--- src/hdl/rtcc_pkg.sv ---
// Constants for the real-time clock counter chain: register addresses,
// field positions, reset values and the tick prescale.
// Assumes an 8-bit special function register port from the processor core.

package rtcc_pkg;

  // Register addresses
  localparam logic [7:0] ADDR_CONFIG = 8'ha1;
  localparam logic [7:0] ADDR_FRAC = 8'ha2;
  localparam logic [7:0] ADDR_SEC = 8'ha3;
  localparam logic [7:0] ADDR_MIN = 8'ha4;
  localparam logic [7:0] ADDR_HOUR = 8'ha5;
  localparam logic [7:0] ADDR_TARGET = 8'ha6;
  localparam logic [7:0] ADDR_KEY = 8'hc1;

  // Configuration field positions
  localparam int BIT_ROLLOVER = 7;
  localparam int BIT_DAY_LEN = 6;
  localparam int BIT_BASE_HI = 5;
  localparam int BIT_BASE_LO = 4;
  localparam int BIT_SINGLE = 3;
  localparam int BIT_ALARM = 2;
  localparam int BIT_ENABLE = 1;
  localparam int BIT_RSVD = 0;

  // Reset values and key
  localparam logic [7:0] CONFIG_RESET = 8'h01;
  localparam logic [7:0] COUNT_RESET = 8'h00;
  localparam logic [7:0] UNLOCK_KEY = 8'hea;

  // Time base encodings
  localparam logic [1:0] BASE_FRAC = 2'h0;
  localparam logic [1:0] BASE_SEC = 2'h1;
  localparam logic [1:0] BASE_MIN = 2'h2;
  localparam logic [1:0] BASE_HOUR = 2'h3;

  // Counter wrap points
  localparam logic [7:0] FRAC_TOP = 8'h7f;
  localparam logic [7:0] SEXA_TOP = 8'h3b;
  localparam logic [7:0] HOUR_TOP_24 = 8'h17;
  localparam logic [7:0] HOUR_TOP_256 = 8'hff;

  // Tick prescale from the calibrated crystal
  localparam int CRYSTAL_HZ = 32768;
  localparam int TICK_HZ = 128;
  localparam int PRESCALE = CRYSTAL_HZ / TICK_HZ;
  localparam logic [7:0] PRESCALE_LAST = 8'(PRESCALE - 1);

endpackage

--- src/hdl/rtcc_tick_gen.sv ---
// Tick generator: synchronises the 32.768 kHz crystal clock and divides
// its rising edges down to a one-cycle 1/128 second tick.
// Assumes the system clock is well above twice the crystal rate.
`timescale 1ns/100ps

module rtcc_tick_gen (
  // Clock and reset
  input wire logic i_clk_sys,
  input wire logic i_reset,
  // Crystal clock pin
  input wire logic i_clk32k,
  // Tick out
  output logic o_tick
);

  logic sync1_q, sync2_q, sync3_q, level_q, level_d;
  logic [7:0] div_q, div_d;
  logic tick_d;

  //////////////////////////////////////////////////////////////////////////
  // Edge detect on the agreed level, then divide
  always_comb begin
    level_d = level_q;
    div_d = div_q;
    tick_d = 1'b0;
    if (sync2_q == sync3_q && sync3_q != level_q) begin
      level_d = sync3_q;
      if (sync3_q) begin
        if (div_q == rtcc_pkg::PRESCALE_LAST) begin
          div_d = 8'h00;
          tick_d = 1'b1;
        end else begin
          div_d = div_q + 8'h01;
        end
      end
    end
  end

  // Three-stage synchroniser and registers
  always_ff @(posedge i_clk_sys) begin
    sync1_q <= i_clk32k;
    sync2_q <= sync1_q;
    sync3_q <= sync2_q;
    if (i_reset) begin
      level_q <= 1'b0;
      div_q <= 8'h00;
      o_tick <= 1'b0;
    end else begin
      level_q <= level_d;
      div_q <= div_d;
      o_tick <= tick_d;
    end
  end

endmodule

--- src/hdl/rtcc_top.sv ---
// Real-time clock counter chain with interval alarm timer, reached over
// the processor's special function register port.
// Assumes i_reset is power-on reset and i_wdt_ext_reset the watchdog or
// external reset; both synchronous to i_clk_sys.
`timescale 1ns/100ps

module rtcc_top (
  // Clock and resets
  input wire logic i_clk_sys,
  input wire logic i_reset,
  input wire logic i_wdt_ext_reset,
  // Crystal clock pin
  input wire logic i_clk32k,
  // Register port
  input wire logic [7:0] i_sfr_addr,
  input wire logic [7:0] i_sfr_wdata,
  input wire logic i_sfr_we,
  output logic [7:0] o_sfr_rdata,
  // Interrupt request handshake
  input wire logic i_irq_ack,
  output logic o_irq_pending
);

  logic tick;
  logic [7:0] frac_q, frac_d, sec_q, sec_d, min_q, min_d, hour_q, hour_d;
  logic [7:0] cfg_q, cfg_d, target_q, target_d, key_q, key_d;
  logic [7:0] ivcnt_q, ivcnt_d, ivinc;
  logic done_q, done_d, irq_d;
  logic [7:0] rdata_d;
  logic [8:0] frac_n, sec_n, min_n, hour_n;
  logic sec_tick, min_tick, hour_tick, day_wrap, iv_tick, alarm_set;
  logic unlocked, wr_cfg;

  // Increment with wrap: bit 8 flags the wrap
  function automatic logic [8:0] wrap_inc(input logic [7:0] v,
                                          input logic [7:0] top);
    if (v >= top)
      wrap_inc = {1'b1, rtcc_pkg::COUNT_RESET};
    else
      wrap_inc = {1'b0, v + 8'h01};
  endfunction

  // Write strobe for one register address
  function automatic logic sfr_write(input logic we,
                                     input logic [7:0] addr,
                                     input logic [7:0] reg_addr);
    sfr_write = we && addr == reg_addr;
  endfunction

  // Calibrated 1/128 s tick, already in the system clock domain
  rtcc_tick_gen u_tick (
    .i_clk_sys(i_clk_sys),
    .i_reset(i_reset),
    .i_clk32k(i_clk32k),
    .o_tick(tick)
  );

  //////////////////////////////////////////////////////////////////////////
  // Cascade of timekeeping carries; every carry ripples within the one
  // tick cycle, so software never reads a half-updated time
  always_comb begin
    frac_n = wrap_inc(frac_q, rtcc_pkg::FRAC_TOP);
    sec_n = wrap_inc(sec_q, rtcc_pkg::SEXA_TOP);
    min_n = wrap_inc(min_q, rtcc_pkg::SEXA_TOP);
    hour_n = wrap_inc(hour_q, cfg_q[rtcc_pkg::BIT_DAY_LEN] ?
                      rtcc_pkg::HOUR_TOP_24 : rtcc_pkg::HOUR_TOP_256);
    sec_tick = tick & frac_n[8];
    min_tick = sec_tick & sec_n[8];
    hour_tick = min_tick & min_n[8];
    day_wrap = hour_tick & hour_n[8];
    unlocked = key_q == rtcc_pkg::UNLOCK_KEY;
    wr_cfg = sfr_write(i_sfr_we, i_sfr_addr, rtcc_pkg::ADDR_CONFIG);
  end

  // Timekeeping counters: a keyed write wins over the tick
  always_comb begin
    frac_d = tick ? frac_n[7:0] : frac_q;
    sec_d = sec_tick ? sec_n[7:0] : sec_q;
    min_d = min_tick ? min_n[7:0] : min_q;
    hour_d = hour_tick ? hour_n[7:0] : hour_q;
    // Without the key in place a counter write is dropped
    if (i_sfr_we && unlocked) begin
      unique case (i_sfr_addr)
        rtcc_pkg::ADDR_FRAC: frac_d = i_sfr_wdata;
        rtcc_pkg::ADDR_SEC: sec_d = i_sfr_wdata;
        rtcc_pkg::ADDR_MIN: min_d = i_sfr_wdata;
        rtcc_pkg::ADDR_HOUR: hour_d = i_sfr_wdata;
        default: ;
      endcase
    end
  end

  //////////////////////////////////////////////////////////////////////////
  // Interval timer on the selected time base
  always_comb begin
    unique case (cfg_q[rtcc_pkg::BIT_BASE_HI:rtcc_pkg::BIT_BASE_LO])
      rtcc_pkg::BASE_FRAC: iv_tick = tick;
      rtcc_pkg::BASE_SEC: iv_tick = sec_tick;
      rtcc_pkg::BASE_MIN: iv_tick = min_tick;
      rtcc_pkg::BASE_HOUR: iv_tick = hour_tick;
    endcase
    ivinc = ivcnt_q + 8'h01;
    ivcnt_d = ivcnt_q;
    done_d = done_q;
    alarm_set = 1'b0;
    if (!cfg_q[rtcc_pkg::BIT_ENABLE]) begin
      ivcnt_d = rtcc_pkg::COUNT_RESET;
      done_d = 1'b0;
    end else if (iv_tick && !done_q) begin
      // A single shot parks the count at the target; only clearing the
      // enable re-arms it
      ivcnt_d = ivinc;
      if (ivinc == target_q) begin
        alarm_set = 1'b1;
        if (cfg_q[rtcc_pkg::BIT_SINGLE])
          done_d = 1'b1;
        else
          ivcnt_d = rtcc_pkg::COUNT_RESET;
      end
    end
  end

  // Configuration, key and target registers; flags set over clear
  always_comb begin
    cfg_d = cfg_q;
    target_d = target_q;
    key_d = key_q;
    if (wr_cfg) begin
      cfg_d = i_sfr_wdata;
      cfg_d[rtcc_pkg::BIT_ROLLOVER] = cfg_q[rtcc_pkg::BIT_ROLLOVER] &
                                      i_sfr_wdata[rtcc_pkg::BIT_ROLLOVER];
      cfg_d[rtcc_pkg::BIT_ALARM] = cfg_q[rtcc_pkg::BIT_ALARM] &
                                   i_sfr_wdata[rtcc_pkg::BIT_ALARM];
    end
    if (alarm_set)
      cfg_d[rtcc_pkg::BIT_ALARM] = 1'b1;
    if (day_wrap)
      cfg_d[rtcc_pkg::BIT_ROLLOVER] = 1'b1;
    if (sfr_write(i_sfr_we, i_sfr_addr, rtcc_pkg::ADDR_TARGET))
      target_d = i_sfr_wdata;
    // Any value other than the key locks the counters again
    if (sfr_write(i_sfr_we, i_sfr_addr, rtcc_pkg::ADDR_KEY))
      key_d = i_sfr_wdata;
    // A new event wins over an acknowledge in the same cycle, so no
    // alarm or rollover is lost
    irq_d = alarm_set | day_wrap | (o_irq_pending & ~i_irq_ack);
  end

  // Read multiplexer; unmapped addresses read zero
  // The key reads back, so software can see whether it left it open
  always_comb begin
    unique case (i_sfr_addr)
      rtcc_pkg::ADDR_CONFIG: rdata_d = cfg_q;
      rtcc_pkg::ADDR_FRAC: rdata_d = frac_q;
      rtcc_pkg::ADDR_SEC: rdata_d = sec_q;
      rtcc_pkg::ADDR_MIN: rdata_d = min_q;
      rtcc_pkg::ADDR_HOUR: rdata_d = hour_q;
      rtcc_pkg::ADDR_TARGET: rdata_d = target_q;
      rtcc_pkg::ADDR_KEY: rdata_d = key_q;
      default: rdata_d = 8'h00;
    endcase
  end

  //////////////////////////////////////////////////////////////////////////
  // Timekeeping registers: only the power-on reset clears them, so the
  // time of day rides through a watchdog or external reset
  always_ff @(posedge i_clk_sys) begin
    if (i_reset) begin
      frac_q <= rtcc_pkg::COUNT_RESET;
      sec_q <= rtcc_pkg::COUNT_RESET;
      min_q <= rtcc_pkg::COUNT_RESET;
      hour_q <= rtcc_pkg::COUNT_RESET;
    end else begin
      frac_q <= frac_d;
      sec_q <= sec_d;
      min_q <= min_d;
      hour_q <= hour_d;
    end
  end

  // Configuration register: a soft reset keeps the day length so the
  // hours keep wrapping where software last asked them to
  always_ff @(posedge i_clk_sys) begin
    if (i_reset) begin
      cfg_q <= rtcc_pkg::CONFIG_RESET;
    end else if (i_wdt_ext_reset) begin
      cfg_q <= rtcc_pkg::CONFIG_RESET;
      cfg_q[rtcc_pkg::BIT_DAY_LEN] <= cfg_q[rtcc_pkg::BIT_DAY_LEN];
    end else begin
      cfg_q <= cfg_d;
    end
  end

  // Interval counter, key and target: any reset stops the alarm and
  // relocks the counters
  always_ff @(posedge i_clk_sys) begin
    if (i_reset || i_wdt_ext_reset) begin
      target_q <= rtcc_pkg::COUNT_RESET;
      key_q <= rtcc_pkg::COUNT_RESET;
      ivcnt_q <= rtcc_pkg::COUNT_RESET;
      done_q <= 1'b0;
    end else begin
      target_q <= target_d;
      key_q <= key_d;
      ivcnt_q <= ivcnt_d;
      done_q <= done_d;
    end
  end

  // Port outputs come straight from flip-flops; read data trails the
  // address by one cycle
  always_ff @(posedge i_clk_sys) begin
    if (i_reset || i_wdt_ext_reset) begin
      o_irq_pending <= 1'b0;
      o_sfr_rdata <= 8'h00;
    end else begin
      o_irq_pending <= irq_d;
      o_sfr_rdata <= rdata_d;
    end
  end

endmodule
--- config.mk ---
export PLATFORM = sky130hd
export DESIGN_NAME = rtcc_top
export DESIGN_NICKNAME = d
export VERILOG_FILES = /design/src/hdl/rtcc_pkg.sv /design/src/hdl/rtcc_tick_gen.sv /design/src/hdl/rtcc_top.sv
export SDC_FILE = /design/constraint.sdc
export NUM_CORES = 1
export LEC_CHECK = 0
export ABC_AREA = 1
export ABC_CLOCK_PERIOD_IN_PS = 1800
export BUFFER_PORTS_ARGS = -buffer_cell sky130_fd_sc_hd__buf_2
export CELL_PAD_IN_SITES_DETAIL_PLACEMENT = 0
export CELL_PAD_IN_SITES_GLOBAL_PLACEMENT = 2
export CORE_UTILIZATION = 31
export DETAILED_ROUTE_END_ITERATION = 7
export PLACE_DENSITY_LB_ADDON = 0.1
export SKIP_LAST_GASP = 1
export SYNTH_ARGS = -nofsm -noshare
export SYNTH_HDL_FRONTEND = slang
export SYNTH_SLANG_ARGS = --single-unit
--- constraint.sdc ---
create_clock -name i_clk_sys -period 1.8 [get_ports i_clk_sys]
set_input_delay 0.54 -clock i_clk_sys [delete_from_list [all_inputs] [get_ports i_clk_sys]]
set_output_delay 0.54 -clock i_clk_sys [all_outputs]
set_load 0.1 [all_outputs]
---- After elaboration in Yosys (flattened, before gate mapping) ----
Cells that the tools add are included.
storage, ports and cells
  bits in read-only memories .............. 0
  logic and storage cells ................. 105
  RAM bits ................................ 0
  output and inout bits ................... 9
  register bits ........................... 87
  latch bits .............................. 0
  bits of input ports ..................... 22
  memories ................................ 0
cells by class
  reductions and logical operators ........ 17
  bitwise gates (word level) .............. 14
  $mul .................................... 0
  equality and inequality tests ........... 15
  shift-type cells ........................ 0
  div/mod/pow operators ................... 0
  add/sub/neg operators ................... 6
  multiplexer cells ....................... 29
  magnitude comparators ................... 4
operator list
  cell                                                               number
  2-to-1 mux 8 bit                                                   17
  == test 8 bit, second input constant                               9
  case mux 8 bit (7 select lines)                                    1
  adder 8 x 1 -> 8 bit, second input constant                        6
  2-to-1 mux 9 bit                                                   4
  greater-or-equal comparator 8 x 6 -> 1 bit, second input constant  2
  == test 8 bit                                                      1
  greater-or-equal comparator 8 x 7 -> 1 bit, second input constant  1
  greater-or-equal comparator 8 bit                                  1
  bitwise AND 1 bit                                                  7
  logical AND 1 bit                                                  6
  2-to-1 mux 1 bit                                                   6
  NOT 1 bit                                                          5
  == test 2 bit, second input constant                               2
  case mux 1 bit (4 select lines)                                    1
  AND reduction 2 bit                                                2
  nonzero test 2 bit                                                 2
  OR reduction 2 bit                                                 2
  AND reduction 3 bit                                                1
  OR reduction 3 bit                                                 1
  == test 2 x 1 -> 1 bit, second input constant                      1
  logical NOT 2 bit                                                  1
  bitwise OR 1 bit                                                   2
  == test 1 bit                                                      1
  other kinds (3)                                                    3

---- Longest topological paths before layout ----
  word-level depth ........................ 11
  mapped depth ............................ 14
  gate-level depth less buffers ........... 14

---- Hierarchy ----
From an unflattened synthesis, not the netlist that was laid out.
unflattened totals
  cell total of the unflattened synthesis .. 706
  area, all modules ....................... 4,798.4 µm²
modules (own cells, without submodules)
  module         area each (µm²)  times used  sequential area each (µm²)  cells an instance
  rtcc_top       4,252.8          1           1,481.4                     639
  rtcc_tick_gen  545.5            1           260.2                       67

---- Worst setup path before layout ----
Ideal clock, no wire load.
  kind .................................... register to register
  start ................................... register ivcnt_q[0]
  end ..................................... register ivcnt_q[1]
  library setup time ...................... 0.109 ns
  buffers on the path ..................... 0
  stages on the path, launching flop included .. 15
  arrival time ............................ 1.653 ns
  clock period less this slack ............ 1.762 ns
  data required time ...................... 1.691 ns
  slack ................................... 0.038 ns
  cell sequence ........................... dfxtp_1 > ha_1 > nand3_1 > nor2_1 > nand2_1 > nand2_1 > nand2_2 > nand2_1 > nand2_2 > nor2_8 > nand3_4 > nand2_1 > nand3_1 > nand2_1 > inv_1
between the ends
  cells in the longest elaborated chain, start to end .. 3
  elaborated cells between the ends (all ways) .. 4
  classes of those cells .................. 1 x add/sub; 1 x eq/ne; 2 x mux
ends and longest elaborated chain
  what                                               RTL line                          source
  start, declared                                    rtcc_top.sv:27                    logic [7:0] ivcnt_q, ivcnt_d, ivinc;
  start signal, assigned                             rtcc_top.sv:200                   ivcnt_q <= rtcc_pkg::COUNT_RESET;
  start signal, assigned                             rtcc_top.sv:205                   ivcnt_q <= ivcnt_d;
  adder 8 x 1 -> 8 bit *                             rtcc_top.sv:102                   ivinc = ivcnt_q + 8'h01;
  == test 8 bit or 2-to-1 mux 8 bit (tied branches)  rtcc_top.sv:113, rtcc_top.sv:115
  2-to-1 mux 8 bit *                                 rtcc_top.sv:113                   if (ivinc == target_q) begin
Mark *: on every way between the ends. The rest lies on a longest branch, timed or not.
A chain may end at the register's enable or synchronous reset.

---- Worst setup path in the final report ----
  start ................................... register frac_q[0]
  end ..................................... register done_q
between the ends
  cells in the longest elaborated chain, start to end .. 8
ends and longest elaborated chain
  what                                          RTL line         source
  start, declared                               rtcc_top.sv:25   logic [7:0] frac_q, frac_d, sec_q, sec_d, min_q, min_d, hour_q, hour_d;
  start signal, assigned                        rtcc_top.sv:169  frac_q <= rtcc_pkg::COUNT_RESET;
  start signal, assigned                        rtcc_top.sv:174  frac_q <= frac_d;
  greater-or-equal comparator 8 x 7 -> 1 bit *  rtcc_top.sv:37   if (v >= top)
  2-to-1 mux 9 bit *                            rtcc_top.sv:37
  bitwise AND 1 bit *                           rtcc_top.sv:67   sec_tick = tick & frac_n[8];
  bitwise AND 1 bit                             rtcc_top.sv:68   min_tick = sec_tick & sec_n[8];
  bitwise AND 1 bit                             rtcc_top.sv:69   hour_tick = min_tick & min_n[8];
  case mux 1 bit (4 select lines) *             rtcc_top.sv:96   unique case (cfg_q[rtcc_pkg::BIT_BASE_HI:rtcc_pkg::BIT_BASE_LO])
  logical AND 1 bit *                           rtcc_top.sv:109  end else if (iv_tick && !done_q) begin
  AND reduction 3 bit (no line) *               --
  end signal, assigned                          rtcc_top.sv:206  done_q <= done_d;
  end, declared                                 rtcc_top.sv:28   logic done_q, done_d, irq_d;
Marks and branches as above.

==> metrics.cfg <==
[power]
ir_drop_v=0.000432
powerDensity_mw_per_mm2=623
leakagePower_nw=2.64
finalPower_mw=4.23

[clock_tree]
numCtsBuffers=9
cts_tree=done
hold_buffers=0
clkTransAtPathRegs_ns=0.07
clock_path_buffers=2
clk_latency_ns=0.35
cts-root-buf=clkbuf_16
htree_levels=3
cts_sinks=87

[global_routing]
overflow=0
grt_pass1_wl_um=27500
grt_usage_pct=22.3
first_global_vias=5055
antenna_found_initial=0
grt_max_degree=16

[synth]
yosysWarnings=0
synthesis.nets=755
syn-cell-area_sq_mm=0.00498
seq_area_frac_synth_pct=35.0
synthCells=723
ys_ff_latch=87
syn_area_per_cell_sq_um=6.89
synth_top_area_share_pct=35.0
yosys.area.top_type=dfxtp_1
yosysUniqueCellTypes=38
synth.area.top_cells=dfxtp_1 35%, nand2_1 8.8%, a21oi_1 8.2%

[routing]
ant_nets=0
drt_iter0_markers=301
vias=5272
drt_first_pass_iters=5
avgViaCountPerCell=4.95
drc=0
wire_per_inst_um=16.6
totalWireLength_um=17700

[setup_path]
critPathRequiredTime_ns=2.08
critPathKind=reg -> reg
crit_path_end_kind=flip-flop
worstSetupStartpointType=flip-flop
r2r-end=done_q$_SDFFE_PP0P_
cp_max_fo=7
crit_end=done_q$_SDFFE_PP0P_
reg2reg_from=frac_q[0]$_SDFF_PP0_
cp-startpoint=frac_q[0]$_SDFF_PP0_
r2r_slack_ns=-0.05
rr_worst_depth=10
worstPathArrival_ns=2.13

[min_path]
hold_class=in -> reg

[sta]
final.setup.worst_slack_ns=-0.0545
rsz0062_at_grt=yes
finalHoldViolations=0
period_share_pct=103
fmax_mhz=539
tightestPinTransition_ns=0.507
maxSlewHeadroom_pct=66.2
min_period_ns=1.85
finalSetupViolCount=3
slew_viol_final=0
finalSetupTns_ns=-0.0651
skew_ns=0.00723

[finish]
drive_gt1_share_pct=31.6
fin_util_pct=44.0
nets=881
layout_commonest_cell=inv_1
final_cell_mix=104 x inv_1, 95 x nand2_1, 82 x buf_4, 78 x a21oi_1, 78 x dfxtp_1
fill_cells=1640
antenna_cells=0
syn_to_final_growth_pct=36.2

[floorplanning]
core_area_sq_mm=0.0154
start_util_pct=32.3
die-area_sq_mm=0.0166
row_count=45
die_x_um=129
die_h_um=129
num_io_pins=31

[place]
gp_congestion=0.864
port_buffers=30
dpl.hpwl_um=13600

[run_status]
failed_checks=negative setup slack
run_status=complete, but fails checks

[job]
max-cap-violations=0

[what timing repair did]
action	in CTS	in global routing
setup endpoints to repair	17	32
gates resized for setup	22	77
buffers inserted	9	7
endpoints found under the hold margin	0	0
gates cloned	1	0
pin swaps	15	29
[kinds of logic (layout without fill, tap and decap cells)]
family                     after synthesis  after routing  share of synthesized area [%]
AOI/OAI and AO/OA                      168            168                           19.1
xor gates and xnor gates                 4              4                          0.703
adders and majority gates               10             10                           2.51
buffers and inverters                  133            263                           10.2
DFF                                     87             87                           35.0
and+or+nand+nor                        321            322                           32.5
[power by group]
part           switching [mW]  total [mW]  internal [mW]
logic                   0.130       0.193         0.0623
clock network           0.841        2.10           1.26
registers             0.00601        1.94           1.93
[synthesized netlist by cell type]
| cell | number |
|---|---|
| nor2_8 | 2 |
| o221ai_1 | 1 |
| xor2_1 | 4 |
| nor3_1 | 11 |
| a221oi_1 | 9 |
| nand3_2 | 3 |
| and2_2 | 1 |
| a21oi_4 | 2 |
| o21ai_0 | 36 |
| a31oi_1 | 2 |
| a211oi_1 | 6 |
| nand2_4 | 4 |
| nand2_1 | 117 |
| nand3b_1 | 1 |
| or2_2 | 1 |
| o21ai_1 | 9 |
| o211ai_1 | 4 |
| nand2_2 | 15 |
| o22ai_1 | 16 |
| buf_2 | 2 |
| inv_2 | 11 |
| a21oi_1 | 82 |
| nand3_1 | 59 |
| buf_4 | 2 |
| nand4_4 | 3 |
| inv_1 | 109 |
| nor2_2 | 8 |
| nand4_2 | 1 |
| nor2_4 | 6 |
| ha_1 | 10 |
| nand4_1 | 17 |
| nor2_1 | 69 |
| dfxtp_1 | 87 |
| nor4_1 | 1 |
| clkinv_1 | 2 |
| o31ai_1 | 1 |
| nand3_4 | 2 |
| clkbuf_1 | 7 |
[final cells by class]
type / count / area [sq um] / area share, %
clock buffer: 11 / 243 / 3.58
timing repair buffer: 125 / 965 / 14.2
sequential: 87 / 1760 / 25.9
tap: 211 / 264 / 3.89
inverter: 122 / 460 / 6.78
clock inverter: 5 / 81.3 / 1.20
multi-input combinational: 504 / 3020 / 44.4
[state kept, by name (all words and copies together) (netlist names), 8 cells and up]
register and flops:
u_tick.div_q 8, min_q 8, cfg_q 8, ivcnt_q 8, frac_q 8, key_q 8, hour_q 8, o_sfr_rdata 8
sec_q 8, target_q 8
[metrics by stage]
stage	cells	hold WS [ns]	instance area, sq um	setup slack [ns]
floorplan	723	0.310	4980	0.0378
global placement	1032	0.312	6000	-0.223
detailed placement	1032	0.315	6000	-0.258
CTS	1058	0.272	6480	-0.110
global route	1065	0.271	6790	-0.156
finish	1065	0.290	6790	-0.0545
[critical path, stage by stage (launching register included)]
cell     delay (ns)
dfxtp_2        0.35
ha_4           0.16
nand2_4        0.05
nor2_4         0.09
nand3_2        0.09
nand2_4        0.09
nand4_1        0.23
a21oi_4        0.29
buf_12         0.17
nand4_1        0.12
a21oi_1        0.14
[worst min-delay path by stage]
stage                           startpoint                endpoint  slack (ns)  cells after the start
floorplan           u_tick.sync1_q$_DFF_P_  u_tick.sync2_q$_DFF_P_        0.31                      0
global placement    u_tick.sync1_q$_DFF_P_  u_tick.sync2_q$_DFF_P_        0.31                      0
detailed placement  u_tick.sync1_q$_DFF_P_  u_tick.sync2_q$_DFF_P_        0.31                      0
CTS                               i_clk32k  u_tick.sync1_q$_DFF_P_        0.27                      1
global route                      i_clk32k  u_tick.sync1_q$_DFF_P_        0.27                      1
finish                            i_clk32k  u_tick.sync1_q$_DFF_P_        0.29                      1
[per-layer routing]
layer / GRT usage (%) / vias up / routed length [um]
li1: - / 2673 / -
met1: 30.0 / 2489 / 8410
met2: 36.8 / 101 / 8370
met3: 4.91 / 9 / 824
met4: 4.43 / 0 / 112
met5: 0 / - / 0
No activity file was read; power rests on OpenSTA's default activity.
